==> src/hw/pog_pkg.sv <==
// package for the port one gpio block: register map, field layout, pin carriers
// Summary of operation
// [RULE1] eight-bit data latch, one bit per pin
// [RULE2] read of output pin returns latch value
// [RULE3] read of input pin returns pin level
// [RULE4] data latch resets to all zeros
// [RULE5] direction one makes output, zero input
// [RULE6] direction register resets to all inputs
// [RULE7] direction register write-only, reads all ones
// [RULE8] latch and direction apply only in gpio
// [RULE9] select bit three: capture input on pin three
// [RULE10] select bit two: high compare out, pin two
// [RULE11] select bit one: low compare out, pin one
// [RULE12] select bit zero resets, gpio when zero
// [RULE13] select bit zero set drives clock pulse
// [RULE14] timer outputs own driver; capture pin input
package pog_pkg;
    localparam int         PORT_W         = 8;
    localparam logic [7:0] ADDR_DATA      = 8'h00;
    localparam logic [7:0] ADDR_DIR       = 8'h04;
    localparam logic [7:0] ADDR_FSEL      = 8'h08;
    localparam logic [7:0] ADDR_PINS      = 8'h0c;
    localparam logic [7:0] DATA_RST       = 8'h00;
    localparam logic [7:0] DIR_RST        = 8'h00;
    localparam logic [3:0] FSEL_RST       = 4'h0;
    localparam logic [7:0] DIR_READ_VAL   = 8'hff;
    localparam int         SEL_CLKOUT     = 0;
    localparam int         SEL_LOW_CMP    = 1;
    localparam int         SEL_HIGH_CMP   = 2;
    localparam int         SEL_CAPTURE    = 3;

    typedef struct packed {
        logic clock_pulse_output;
        logic timer_f_low_compare_output;
        logic timer_f_high_compare_output;
    } pog_timer_s;
endpackage : pog_pkg

==> src/hw/pog_port.sv <==
// port one gpio with function select, apb slave
`timescale 1ns/1ps
module pog_port (
    input  wire logic                pclk,
    input  wire logic                presetn,
    input  wire logic                psel,
    input  wire logic                penable,
    input  wire logic                pwrite,
    input  wire logic [7:0]          paddr,
    input  wire logic [31:0]         pwdata,
    output logic      [31:0]         prdata,
    output logic                     pready,
    output logic                     pslverr,
    input  wire logic [7:0]          pin_in,
    output logic      [7:0]          pin_out,
    output logic      [7:0]          pin_oe_n,
    input  pog_pkg::pog_timer_s      timer_in,
    output logic                     capture_input_g
);
    logic [7:0] port_one_data_latch_reg;
    logic [7:0] port_one_direction_control_reg;
    logic [3:0] port_one_function_select_reg;
    logic [7:0] sync1_reg;
    logic [7:0] sync2_reg;
    logic [7:0] sync3_reg;
    logic [7:0] pin_level_reg;
    logic [7:0] pin_level_next;
    logic [7:0] out_next;
    logic [7:0] oe_n_next;
    logic [31:0] rdata_next;
    logic        setup;
    logic        wr_en;
    logic        addr_ok;

    assign setup   = psel && !penable;
    assign wr_en   = psel && penable && pwrite;
    assign addr_ok = (paddr == pog_pkg::ADDR_DATA) || (paddr == pog_pkg::ADDR_DIR) ||
                     (paddr == pog_pkg::ADDR_FSEL) || (paddr == pog_pkg::ADDR_PINS);

    // slave answers in the access cycle, so pready is one one-cycle pulse per transfer
    always_ff @(posedge pclk or negedge presetn) begin
        if (!presetn) begin
            pready  <= 1'b0;
            pslverr <= 1'b0;
        end else begin
            pready  <= setup;
            pslverr <= setup && !addr_ok;
        end
    end

    always_ff @(posedge pclk or negedge presetn) begin
        if (!presetn) begin
            port_one_data_latch_reg <= pog_pkg::DATA_RST; // RULE4
        end else if (wr_en && pready && paddr == pog_pkg::ADDR_DATA) begin
            port_one_data_latch_reg <= pwdata[7:0]; // RULE1
        end
    end

    always_ff @(posedge pclk or negedge presetn) begin
        if (!presetn) begin
            port_one_direction_control_reg <= pog_pkg::DIR_RST; // RULE6
        end else if (wr_en && pready && paddr == pog_pkg::ADDR_DIR) begin
            port_one_direction_control_reg <= pwdata[7:0]; // RULE5
        end
    end

    always_ff @(posedge pclk or negedge presetn) begin
        if (!presetn) begin
            port_one_function_select_reg <= pog_pkg::FSEL_RST; // RULE12
        end else if (wr_en && pready && paddr == pog_pkg::ADDR_FSEL) begin
            port_one_function_select_reg <= pwdata[3:0];
        end
    end

    // pins are asynchronous: three stages, a change counts once stages two and three agree
    always_ff @(posedge pclk or negedge presetn) begin
        if (!presetn) begin
            sync1_reg     <= 8'h00;
            sync2_reg     <= 8'h00;
            sync3_reg     <= 8'h00;
            pin_level_reg <= 8'h00;
        end else begin
            sync1_reg     <= pin_in;
            sync2_reg     <= sync1_reg;
            sync3_reg     <= sync2_reg;
            pin_level_reg <= pin_level_next;
        end
    end

    generate
        for (genvar i = 0; i < pog_pkg::PORT_W; i++) begin : g_level
            assign pin_level_next[i] = (sync2_reg[i] == sync3_reg[i]) ? sync3_reg[i] : pin_level_reg[i];
        end
    endgenerate

    // pin muxing: latch and direction count only while the pin is in gpio
    always_comb begin
        out_next  = port_one_data_latch_reg; // RULE8
        oe_n_next = ~port_one_direction_control_reg; // RULE5
        if (port_one_function_select_reg[pog_pkg::SEL_CAPTURE]) begin
            out_next[pog_pkg::SEL_CAPTURE]  = 1'b0; // RULE9
            oe_n_next[pog_pkg::SEL_CAPTURE] = 1'b1; // RULE14
        end
        if (port_one_function_select_reg[pog_pkg::SEL_HIGH_CMP]) begin
            out_next[pog_pkg::SEL_HIGH_CMP]  = timer_in.timer_f_high_compare_output; // RULE10
            oe_n_next[pog_pkg::SEL_HIGH_CMP] = 1'b0; // RULE14
        end
        if (port_one_function_select_reg[pog_pkg::SEL_LOW_CMP]) begin
            out_next[pog_pkg::SEL_LOW_CMP]  = timer_in.timer_f_low_compare_output; // RULE11
            oe_n_next[pog_pkg::SEL_LOW_CMP] = 1'b0; // RULE14
        end
        if (port_one_function_select_reg[pog_pkg::SEL_CLKOUT]) begin
            out_next[pog_pkg::SEL_CLKOUT]  = timer_in.clock_pulse_output; // RULE13
            oe_n_next[pog_pkg::SEL_CLKOUT] = 1'b0; // RULE14
        end
    end

    always_ff @(posedge pclk or negedge presetn) begin
        if (!presetn) begin
            pin_out         <= 8'h00;
            pin_oe_n        <= 8'hff;
            capture_input_g <= 1'b0;
        end else begin
            pin_out         <= out_next;
            pin_oe_n        <= oe_n_next;
            // capture is gated to low in gpio mode so the timer sees no stray edges
            capture_input_g <= port_one_function_select_reg[pog_pkg::SEL_CAPTURE] &&
                               pin_level_reg[pog_pkg::SEL_CAPTURE]; // RULE9
        end
    end

    always_comb begin
        rdata_next = 32'h0000_0000;
        unique case (paddr)
            pog_pkg::ADDR_DATA: begin
                rdata_next[7:0] = (port_one_direction_control_reg & port_one_data_latch_reg) |
                                  (~port_one_direction_control_reg & pin_level_reg); // RULE2 RULE3
            end
            pog_pkg::ADDR_DIR:  rdata_next[7:0] = pog_pkg::DIR_READ_VAL; // RULE7
            pog_pkg::ADDR_FSEL: rdata_next[3:0] = port_one_function_select_reg;
            pog_pkg::ADDR_PINS: rdata_next[7:0] = pin_level_reg;
            default:            rdata_next = 32'h0000_0000;
        endcase
    end

    always_ff @(posedge pclk or negedge presetn) begin
        if (!presetn) begin
            prdata <= 32'h0000_0000;
        end else if (setup && !pwrite) begin
            prdata <= rdata_next;
        end
    end

    // low pins follow the gpio registers whenever their own select bit is clear
    generate
        for (genvar i = 0; i < $bits(port_one_function_select_reg); i++) begin : g_gpio_chk

        end
    endgenerate
endmodule : pog_port

==> config.mk <==
export PLATFORM = sky130hd
export DESIGN_NAME = pog_port
export DESIGN_NICKNAME = d
export VERILOG_FILES = /design/src/hw/pog_pkg.sv /design/src/hw/pog_port.sv
export SDC_FILE = /design/constraint.sdc
export NUM_CORES = 1
export LEC_CHECK = 0
export ABC_AREA = 1
export BUFFER_PORTS_ARGS = -buffer_cell sky130_fd_sc_hd__buf_2
export CAP_MARGIN = 25
export CORE_ASPECT_RATIO = 1.4
export CORE_UTILIZATION = 54
export DETAILED_ROUTE_END_ITERATION = 10
export PLACE_DENSITY = 0.95
export RECOVER_POWER = 100
export SLEW_MARGIN = 20
export SYNTH_ARGS = -nofsm -noshare
export SYNTH_HDL_FRONTEND = slang
export SYNTH_SLANG_ARGS = --single-unit
==> constraint.sdc <==
create_clock -name pclk -period 1.6 [get_ports pclk]
set_input_delay 0.08 -clock pclk [delete_from_list [all_inputs] [get_ports pclk]]
set_output_delay 0.08 -clock pclk [all_outputs]
set_load 0.02 [all_outputs]
Yosys cells after proc, flatten, opt, wreduce, memory -nomap -nowiden
Cells that the tools add are included.
- register bits after elaboration: 79
- bits in latches: 0
- memory bits (writable): 0
- bits in read-only memories: 0
- bits of input ports: 56
- output and inout port bits: 51
- logic and storage cells: 62
- memories: 0
- add/sub/neg operators: 0
- multiply operators: 0
- div/mod/pow operators: 0
- $lt $le $gt $ge: 0
- equal/unequal tests: 11
- shift-type cells: 0
- muxes and demuxes: 10
- bitwise operators: 4
- reductions and logical operators: 17
- operators with widths (operator ; count):
    $and 8x8->8 ; 2
    $eq 8x4->1 const B ; 2
    $pmux 4 s4 ; 1
    $pmux 4 s3 ; 1
    $logic_and 1x1->1 ; 10
    $eq 1x1->1 ; 8
    $eq 8x3->1 const B ; 1
    $logic_not 8->1 ; 1
    $mux 1 ; 8
    $not 8->8 ; 1
    $or 8x8->8 ; 1
    $logic_not 1->1 ; 3
    $logic_or 1x1->1 ; 3

Depth between registers and ports, before layout
Gate-level depths: netlist of the first run.
- word-level depth: 6
- gate-level depth with buffers: 10
- mapped depth without buffers: 9

Least setup slack after synthesis of the first run
OpenSTA, ideal clock, no wires.
- path type: reg2reg
- start: reg pready
- end: reg port_one_data_latch_reg[7]
- setup time: 0.118 ns
- arrival time: 1.044 ns
- required time: 1.482 ns
- slack: 0.437 ns
- cell stages (with the launch flop): 7
- buffers on the path: 1
- period minus slack after synthesis: 1.163 ns
- cells stage by stage: dfrtp_1 -> nand2_1 -> nor2_4 -> nand2_4 -> buf_6 -> nand2_1 -> o21ai_2
- word-level cells in the longest chain between the ends: 2
- ends and longest elaborated chain (what ; line ; source):
    start, declared ; pog_port.sv:12 ; output logic pready,
    start signal, assigned ; pog_port.sv:46 ; pready <= setup;
    $logic_and 1x1->1 (2 in series) ; pog_port.sv:54 ; end else if (wr_en && pready && paddr == pog_pkg::ADDR_DATA) begin
    end signal, assigned ; pog_port.sv:53 ; port_one_data_latch_reg <= pog_pkg::DATA_RST;
    end signal, assigned ; pog_port.sv:55 ; port_one_data_latch_reg <= pwdata[7:0];
    end, declared ; pog_port.sv:20 ; logic [7:0] port_one_data_latch_reg;
No other way between the ends.
A chain may end at the register's enable or synchronous reset.

Worst setup path in the final report of the first run
- start: in penable
- end: reg port_one_function_select_reg[3]
- word-level cells in the longest chain between the ends: 4
- ends and longest elaborated chain (what ; line ; source):
    start, declared ; pog_port.sv:7 ; input wire logic penable,
    $logic_and 1x1->1 (2 in series) ; pog_port.sv:36 ; assign wr_en = psel && penable && pwrite;
    $logic_and 1x1->1 (2 in series) ; pog_port.sv:70 ; end else if (wr_en && pready && paddr == pog_pkg::ADDR_FSEL) begin
    end signal, assigned ; pog_port.sv:69 ; port_one_function_select_reg <= pog_pkg::FSEL_RST;
    end signal, assigned ; pog_port.sv:71 ; port_one_function_select_reg <= pwdata[3:0];
    end, declared ; pog_port.sv:22 ; logic [3:0] port_one_function_select_reg;
No other way between the ends.

==> flow_summary.ini, run 1 <==
[run_status]
outcome = finished with violations
violations = negative hold slack

[synth]
synth_top_area_cell = dfrtp_1
synth.top_cell.area_share_pct = 55.3
synthTopCellsByArea = dfrtp_1 (55%), nand2_1 (9.1%), dfstp_2 (6.5%)
synthCells = 296
syn_area_per_cell_um2 = 10.9
synth_top_family_by_area = simple AND/OR/NAND/NOR gates
synthXorXnorAreaFrac_pct = 0
post_synth_num_cell_types = 25
synth-compound-area-share_pct = 6.46
yosys_warnings = 0
muxShareOfSynthArea_pct = 1.05
yosys.area_share.simple_pct = 17.9
ys_ff_latch = 79
netlist_area_mm2 = 0.00322
yosysSeqAreaShare_pct = 61.8
synth_fa_ha_area_share_pct = 2.49

[global_routing]
antenna_found_initial = 0
grt_usage_pct = 20.8
grt_pass1_vias = 2101
grt-ovfl-total = 0
grt_pass1_wl_um = 9530
grt_max_degree = 37

[sta]
setup_tns_ps = 0
hold-worst-slack_ps = -7.25
max_freq_mhz = 730
finClkSkew_ps = 9.88
slew_headroom_pct = 56.8
grt_setup_unrepaired = no
drv_slew = 0
worst_slew_pin_slew_ps = 648
fin_crit_sh_pct = 85.7
setup_viol = 0
finalWorstPathRequiredPeriod_ps = 1370
hold_viol = 1
finalWorstSetupSlack_ps = 229

[critical_path]
worstSetupStartpointType = input pin
critPathKind = in2reg
cp.required_ps = 1820
crit_start = penable
critPathCaptureType = register
reg2reg_from = pready
arrival_ps = 1590
crit_path_max_fanout = 8

[clock_tree]
clock_path_buffers = 2
clock_latency_ps = 340
numCtsBuffers = 9
clock-sinks = 79
cts_tree = done
h-tree-depth = 3
post_cts_buffers = 0
cts_root_buffer = clkbuf_8
clk_pin_slew_ps = 80

[hold_path]
holdCritPathClass = in2reg
worstHoldStart = pwdata[5]

[cells_and_area]
fillers = 431
antenna_cells = 0
nNetsFinal = 432
synthToLayoutAreaGrowth_pct = 15.7
seq_area_mm2 = 0.00199
final_cell_mix = nand2_1 (78), dfrtp_1 (71), clkbuf_1 (29), buf_2 (29), inv_1 (28)
fin_cells = 449
drive_gt1_share_pct = 20.7
layout_commonest_cell = nand2_1
multiInputGateArea_um2 = 940

[drt]
drc = 0
wl_um = 5900
vias_per_cell = 4.92
via_count = 2208
drtIter0Drc = 180
detail-route-antenna-nets = 0
dr.pass1.iters = 4
wl_per_cell_um = 13.1

[power]
p_leak_nw = 1.92
ir_drop_mv = 0.595
pwr_density_cell_mw_per_mm2 = 1020
p_total_w = 0.00381

[floorplanning]
ios = 107
initial_core_util_pct = 57.4
die_y_um = 93.3
die_w_um = 67.2
fp.dieArea_mm2 = 0.00627
core-area_mm2 = 0.00561
row_count = 32

[flow_run]
maxCapViolCount = 0

[placement]
routabilityCongestion = 0.807
dp_hpwl_um = 3940
pre_cts_ws_ps = 422
port_buffers = 58
placed_cells = 420
[path summary, 6_finish.rpt]
path	end	cells after the start	slack (ps)
setup / recovery	port_one_function_select_reg[3]	7	230
hold / removal	port_one_direction_control_reg[5]	3	-7
setup reg to reg	port_one_function_select_reg[3]	5	440
hold reg to reg	sync2_reg[7]	0	350
max in group asynchronous	pin_oe_n[3]	3	320
min in group asynchronous	sync3_reg[5]	2	290
[routing by layer]
metal	wire (um)	share of wire (%)	global-route usage, %
met2	3070	52	33.5
met3	300	5.1	3.78
met5	0	0	0
met1	2380	40	25.6
met4	148	2.5	11.9
[cells in the mapped netlist]
| library cell | number |
|---|---|
| nor3b_1 | 1 |
| inv_2 | 2 |
| nor2_2 | 3 |
| dfstp_2 | 8 |
| maj3_1 | 8 |
| nor2_8 | 2 |
| buf_6 | 3 |
| nor2_1 | 8 |
| nor3_4 | 1 |
| inv_1 | 28 |
| mux2_2 | 3 |
| nand2_4 | 3 |
| nand2_1 | 78 |
| a21oi_1 | 4 |
| nor2_4 | 2 |
| o21ai_0 | 4 |
| o21ai_2 | 16 |
| a211oi_1 | 1 |
| buf_4 | 24 |
| nor3_2 | 1 |
| o21ai_1 | 4 |
| nand2_2 | 4 |
| conb_1 | 1 |
| dfrtp_1 | 71 |
| nand3_1 | 16 |
[cell type report]
cell class | instances | area share (%)
sequential | 79 | 53.4
multi-input combinational | 183 | 25.3
timing repair buffer | 73 | 10.7
clock buffer | 11 | 3.80
inverter | 30 | 3.03
tap | 68 | 2.29
clock inverter | 5 | 1.55
[through the flow]
| stage | cell area (um^2) | hold slack (ps) | util (%) |
|---|---|---|---|
| 6_report | 3720 | -7.25 | 66.4 |
| 5_1_grt | 3720 | 4.64 | 66.4 |
| 4_1_cts | 3820 | 6.82 | 68.2 |
| 3_5_place_dp | 3490 | 16.1 | 62.3 |
| 3_3_place_gp | 3490 | 6.21 | 62.3 |
| 2_1_floorplan | 3300 | -216 | - |
[cell families after synthesis]
kind of cell,after synthesis
compound gates,29
fa+ha+maj,8
buf+inv,57
flops,79
mux,3
other cells,1
simple gates,119
[critical path, cell delays in order]
cell	delay [ps]
dlygate4sd3_1	530
clkbuf_1	210
nand2_1	130
nor2_4	210
nand2_1	200
nand2_1	130
o21ai_1	90
[where the power goes]
group          total (W)  internal (W)  switching [W]
logic           0.000263     0.0000870       0.000176
clock network    0.00145      0.000761       0.000690
registers        0.00210       0.00206      0.0000382
total            0.00381       0.00290       0.000904
[timing repair]
action / 4_1_cts / 5_1_grt
endpoints found under the hold margin: 70 / 0
gates resized for setup: 0 / 0
hold buffers: 13 / 0
Note: power is estimated with default switching activity, not from simulation.
==> inputs of run 2 (changes only) <==
--- a/config.mk
+++ b/config.mk
@@ -13,6 +13,7 @@
 export DETAILED_ROUTE_END_ITERATION = 10
 export PLACE_DENSITY = 0.95
 export RECOVER_POWER = 100
+export REMOVE_ABC_BUFFERS = 1
 export SLEW_MARGIN = 20
 export SYNTH_ARGS = -nofsm -noshare
 export SYNTH_HDL_FRONTEND = slang
==> flow_summary.ini, run 2 (same netlist as run 1, synthesis figures left out) <==
[run_status]
outcome = complete, no violations

[critical_path]
critPathKind = in2reg
path_cells = dlygate4sd3_1 -> clkbuf_1 -> nor3_4 -> inv_1 -> nand2_1 -> nand2_1
worstSetupStartpointType = input pin
crit_family = buffers and inverters
cp.required_ps = 1830
crit_path_max_fanout = 9
arrival_ps = 1600
critPathBufInv = 3
cp_common_cell = nand2_1
slowest_delay_ps = 530
crit_path_top_delay_cell = dlygate4sd3_1
critPathCaptureType = register

[floorplanning]
fp.dieArea_mm2 = 0.00627
row_count = 32
die_w_um = 67.2
die_y_um = 93.3
initial_core_util_pct = 57.4
ios = 107
core-area_mm2 = 0.00561

[clock_tree]
cts_resized = 0
cts_tree = done
clock-sinks = 79
cts_root_buffer = clkbuf_8
clk_pin_slew_ps = 80
clock_path_buffers = 2
h-tree-depth = 3
clock_latency_ps = 340
numCtsBuffers = 9

[power]
p_int_w = 0.00333
p_sw_w = 0.000899
ir_drop_mv = 1.06
pwr-share-clk_pct = 44.2
switching_share_pct = 21.3
p_comb_share_pct = 6.2
pwr_density_cell_mw_per_mm2 = 1120
p_seq_share_pct = 49.5
p_total_w = 0.00423
p_leak_nw = 1.95

[global_routing]
grt_max_degree = 43
grt_pass1_vias = 2137
antenna_found_initial = 0
grt-ovfl-total = 0
grt_usage_pct = 21.4
grt_pass1_wl_um = 9670

[sta]
hold-worst-slack_ps = 12.6
grt_setup_unrepaired = no
setup_tns_ps = 0
setup_viol = 0
finalWorstPathRequiredPeriod_ps = 1370
hold_viol = 0
max_freq_mhz = 728
worst_slew_pin_slew_ps = 880
slew_headroom_pct = 41.3
finClkSkew_ps = 9.57
fin_crit_sh_pct = 85.9
drv_slew = 0

[drt]
vias_per_cell = 4.86
dr.pass1.iters = 4
wl_per_cell_um = 13.6
drtIter0Drc = 146
detail-route-antenna-nets = 0
wl_um = 6110
drc = 0
via_count = 2179

[placement]
placed_cells = 420
port_buffers = 58
dp_hpwl_um = 4200
routabilityCongestion = 0.749

[cells_and_area]
final_cell_mix = nand2_1 (78), dfrtp_1 (71), buf_2 (30), inv_1 (28), clkbuf_1 (28)
drive_gt1_share_pct = 20.5
synthToLayoutAreaGrowth_pct = 17.5
nNetsFinal = 432
layout_commonest_cell = nand2_1
fin_cells = 448
final_util_pct = 67.4
antenna_cells = 0

[flow_run]
maxCapViolCount = 0

[hold_path]
holdCritPathClass = in2reg
-- run 2: timing repair --
| action | 4_1_cts | 5_1_grt |
|---|---|---|
| hold buffers | 13 | 0 |
| setup buffers | 0 | 0 |
| endpoints found under the hold margin | 84 | 0 |
-- run 2: final cells by class --
class / instances / area (um^2)
multi-input combinational: 183 / 940
fill: 435 / 1830
tap: 68 / 85.1
clock buffer: 9 / 124
clock inverter: 6 / 134
inverter: 30 / 113
sequential: 79 / 1990
timing repair buffer: 73 / 398
-- run 2: metrics by stage --
step / cell area (um^2) / setup WS, ps
2_1_floorplan: 3090 / 483
3_3_place_gp: 3490 / 461
3_5_place_dp: 3490 / 368
4_1_cts: 3880 / 242
5_1_grt: 3780 / 125
6_report: 3780 / 226
-- run 2: path summary, 6_finish.rpt --
check                              from                           endpoint  cells after the start  slack (ps)
setup / recovery                penable                          prdata[7]                      6         230
hold / removal                pwdata[5]  port_one_direction_control_reg[5]                      3          10
setup reg to reg                 pready    port_one_function_select_reg[1]                      5         420
hold reg to reg            sync1_reg[0]                       sync2_reg[0]                      0         350
max in group asynchronous       presetn         port_one_data_latch_reg[7]                      3         330
min in group asynchronous       presetn  port_one_direction_control_reg[0]                      2         150
-- run 2: power by group through the flow --
stage | clock network, W | logic (W) | registers (W)
2_1_floorplan | 0 | 0.000129 | 0.00213
3_3_place_gp | 0 | 0.000242 | 0.00213
3_5_place_dp | 0 | 0.000254 | 0.00213
4_1_cts | 0.00191 | 0.000280 | 0.00209
5_1_grt | 0.00200 | 0.000293 | 0.00210
6_report | 0.00187 | 0.000264 | 0.00209
-- run 2: worst min-delay path, cell delays in order --
cell	delay [ps]
buf_2	100
inv_1	80
o21ai_2	60
-- run 2: routing by layer --
layer | wire length, um | GRT usage, % | share of wire, % | vias to the layer above
met5 | 0 | 0 | 0 | -
met4 | 90 | 9.04 | 1.5 | 0
met3 | 279 | 5.85 | 4.6 | 8
met2 | 3350 | 36.8 | 55 | 71
met1 | 2390 | 24.3 | 39 | 1066
li1 | - | - | - | 1034
==> inputs of run 3 (changes only) <==
--- a/config.mk
+++ b/config.mk
@@ -12,7 +12,7 @@
 export CORE_UTILIZATION = 54
 export DETAILED_ROUTE_END_ITERATION = 10
 export PLACE_DENSITY = 0.95
-export RECOVER_POWER = 100
+export RECOVER_POWER = 50
 export REMOVE_ABC_BUFFERS = 1
 export SLEW_MARGIN = 20
 export SYNTH_ARGS = -nofsm -noshare
==> flow_summary.ini, run 3 (same netlist as run 1, synthesis figures left out) <==
[cells_and_area]
final_cell_mix = nand2_1 (78), dfrtp_1 (71), buf_2 (57), inv_1 (28), conb_1 (24)
drive_gt1_share_pct = 31.3
nNetsFinal = 432
antenna_cells = 0
synthToLayoutAreaGrowth_pct = 20.2
fillers = 405
layout_commonest_cell = nand2_1

[clock_tree]
clock_path_buffers = 2
post_cts_buffers = 0
numCtsBuffers = 9
clk_pin_slew_ps = 80
cts_root_buffer = clkbuf_8
h-tree-depth = 3
clock-sinks = 79
cts_tree = done
clock_latency_ps = 340

[power]
p_total_w = 0.00424
p_sw_w = 0.000911
pwr_density_cell_mw_per_mm2 = 1100
ir_drop_mv = 1.07
switching_share_pct = 21.5
pwr-share-clk_pct = 44.2
p_int_w = 0.00333
p_comb_share_pct = 6.4
p_leak_nw = 2.07
p_seq_share_pct = 49.4

[critical_path]
critPathCaptureType = register
crit_path_max_fanout = 9
arrival_ps = 1620
rr_worst_depth = 5
critPathKind = in2reg
reg2reg_from = pready
worstSetupStartpointType = input pin
r2r-end = port_one_function_select_reg[1]
rrSetupSlack_ps = 420
crit_start = penable
cp.required_ps = 1840
endpoint = prdata[7]

[drt]
wl_um = 6120
dr.pass1.iters = 4
wl_per_cell_um = 13.7
drc = 0
detail-route-antenna-nets = 0
vias_per_cell = 4.87
via_count = 2182
drtIter0Drc = 161

[floorplanning]
core-area_mm2 = 0.00561
die_w_um = 67.2
ios = 107
initial_core_util_pct = 57.4
die_y_um = 93.3
fp.dieArea_mm2 = 0.00627
row_count = 32

[global_routing]
grt_pass1_vias = 2137
antenna_found_initial = 0
grt_pass1_wl_um = 9670
grt_max_degree = 43
grt-ovfl-total = 0
grt_usage_pct = 21.4

[run_status]
outcome = complete, no violations

[sta]
worst_slew_pin_slew_ps = 878
setup_tns_ps = 0
grt_setup_unrepaired = no
drv_slew = 0
hold_viol = 0
finalWorstSetupSlack_ps = 217
max_freq_mhz = 723
slew_headroom_pct = 41.5
setup_viol = 0
hold-worst-slack_ps = 19.5
finalWorstPathRequiredPeriod_ps = 1380
finClkSkew_ps = 9.28
fin_crit_sh_pct = 86.4

[hold_path]
holdCritPathClass = in2reg

[flow_run]
maxCapViolCount = 0

[placement]
dp_hpwl_um = 4200
routabilityCongestion = 0.749
pre_cts_ws_ps = 368
port_buffers = 58
run 3: worst min-delay path by stage:
stage                                   endpoint  startpoint  depth (start not counted)  slack (ps)
6_report              port_one_data_latch_reg[6]   pwdata[6]                          3          20
5_1_grt        port_one_direction_control_reg[4]   pwdata[4]                          3          10
4_1_cts               port_one_data_latch_reg[6]   pwdata[6]                          3          10
3_5_place_dp                        sync1_reg[6]     presetn                          1         -20
3_3_place_gp                        sync1_reg[6]     presetn                          1         -30
2_1_floorplan                    capture_input_g     presetn                          0        -220
run 3: layer usage:
metal  GRT usage [%]  vias to the layer above  part of all wire [%]
met5               0                        -                     0
met2            36.8                       78                    55
met1            24.3                     1056                    37
met4            9.04                        0                   1.8
li1                -                     1037                     -
met3            5.85                       11                   5.7
run 3: cell type report:
type / count / area [um^2] / share of cell area [%]
well taps: 68 / 85.1 / 2.20
inverters: 30 / 113 / 2.91
repair buffers: 73 / 434 / 11.2
clock inverters: 6 / 134 / 3.46
clock buffers: 9 / 124 / 3.20
multi-input cells: 183 / 988 / 25.6
flip-flops and latches: 79 / 1990 / 51.4
run 3: worst max-delay path, cell delays in order:
cell,delay (ps)
dlygate4sd3_1,530
clkbuf_1,150
nor3_4,410
inv_1,250
nand2_1,130
nand2_1,60
run 3: timing repair:
item,in CTS,in global routing
hold buffers,13,0
resized for setup,0,0
endpoints found under the hold margin,84,0
run 3: stage by stage:
stage / instances / util, % / cell area, um^2
6_report: 448 / 69.0 / 3860
5_1_grt: 448 / 69.0 / 3860
4_1_cts: 448 / 69.2 / 3880
3_5_place_dp: 420 / 62.3 / 3490
2_1_floorplan: 292 / - / 3090
3_3_place_gp: 420 / 62.3 / 3490
run 3: power by group through the flow:
stage / Sequential (W) / Combinational [W] / Clock (W)
5_1_grt: 0.00210 / 0.000301 / 0.00200
3_3_place_gp: 0.00213 / 0.000242 / 0
3_5_place_dp: 0.00213 / 0.000254 / 0
4_1_cts: 0.00209 / 0.000280 / 0.00191
6_report: 0.00210 / 0.000272 / 0.00188
2_1_floorplan: 0.00213 / 0.000129 / 0
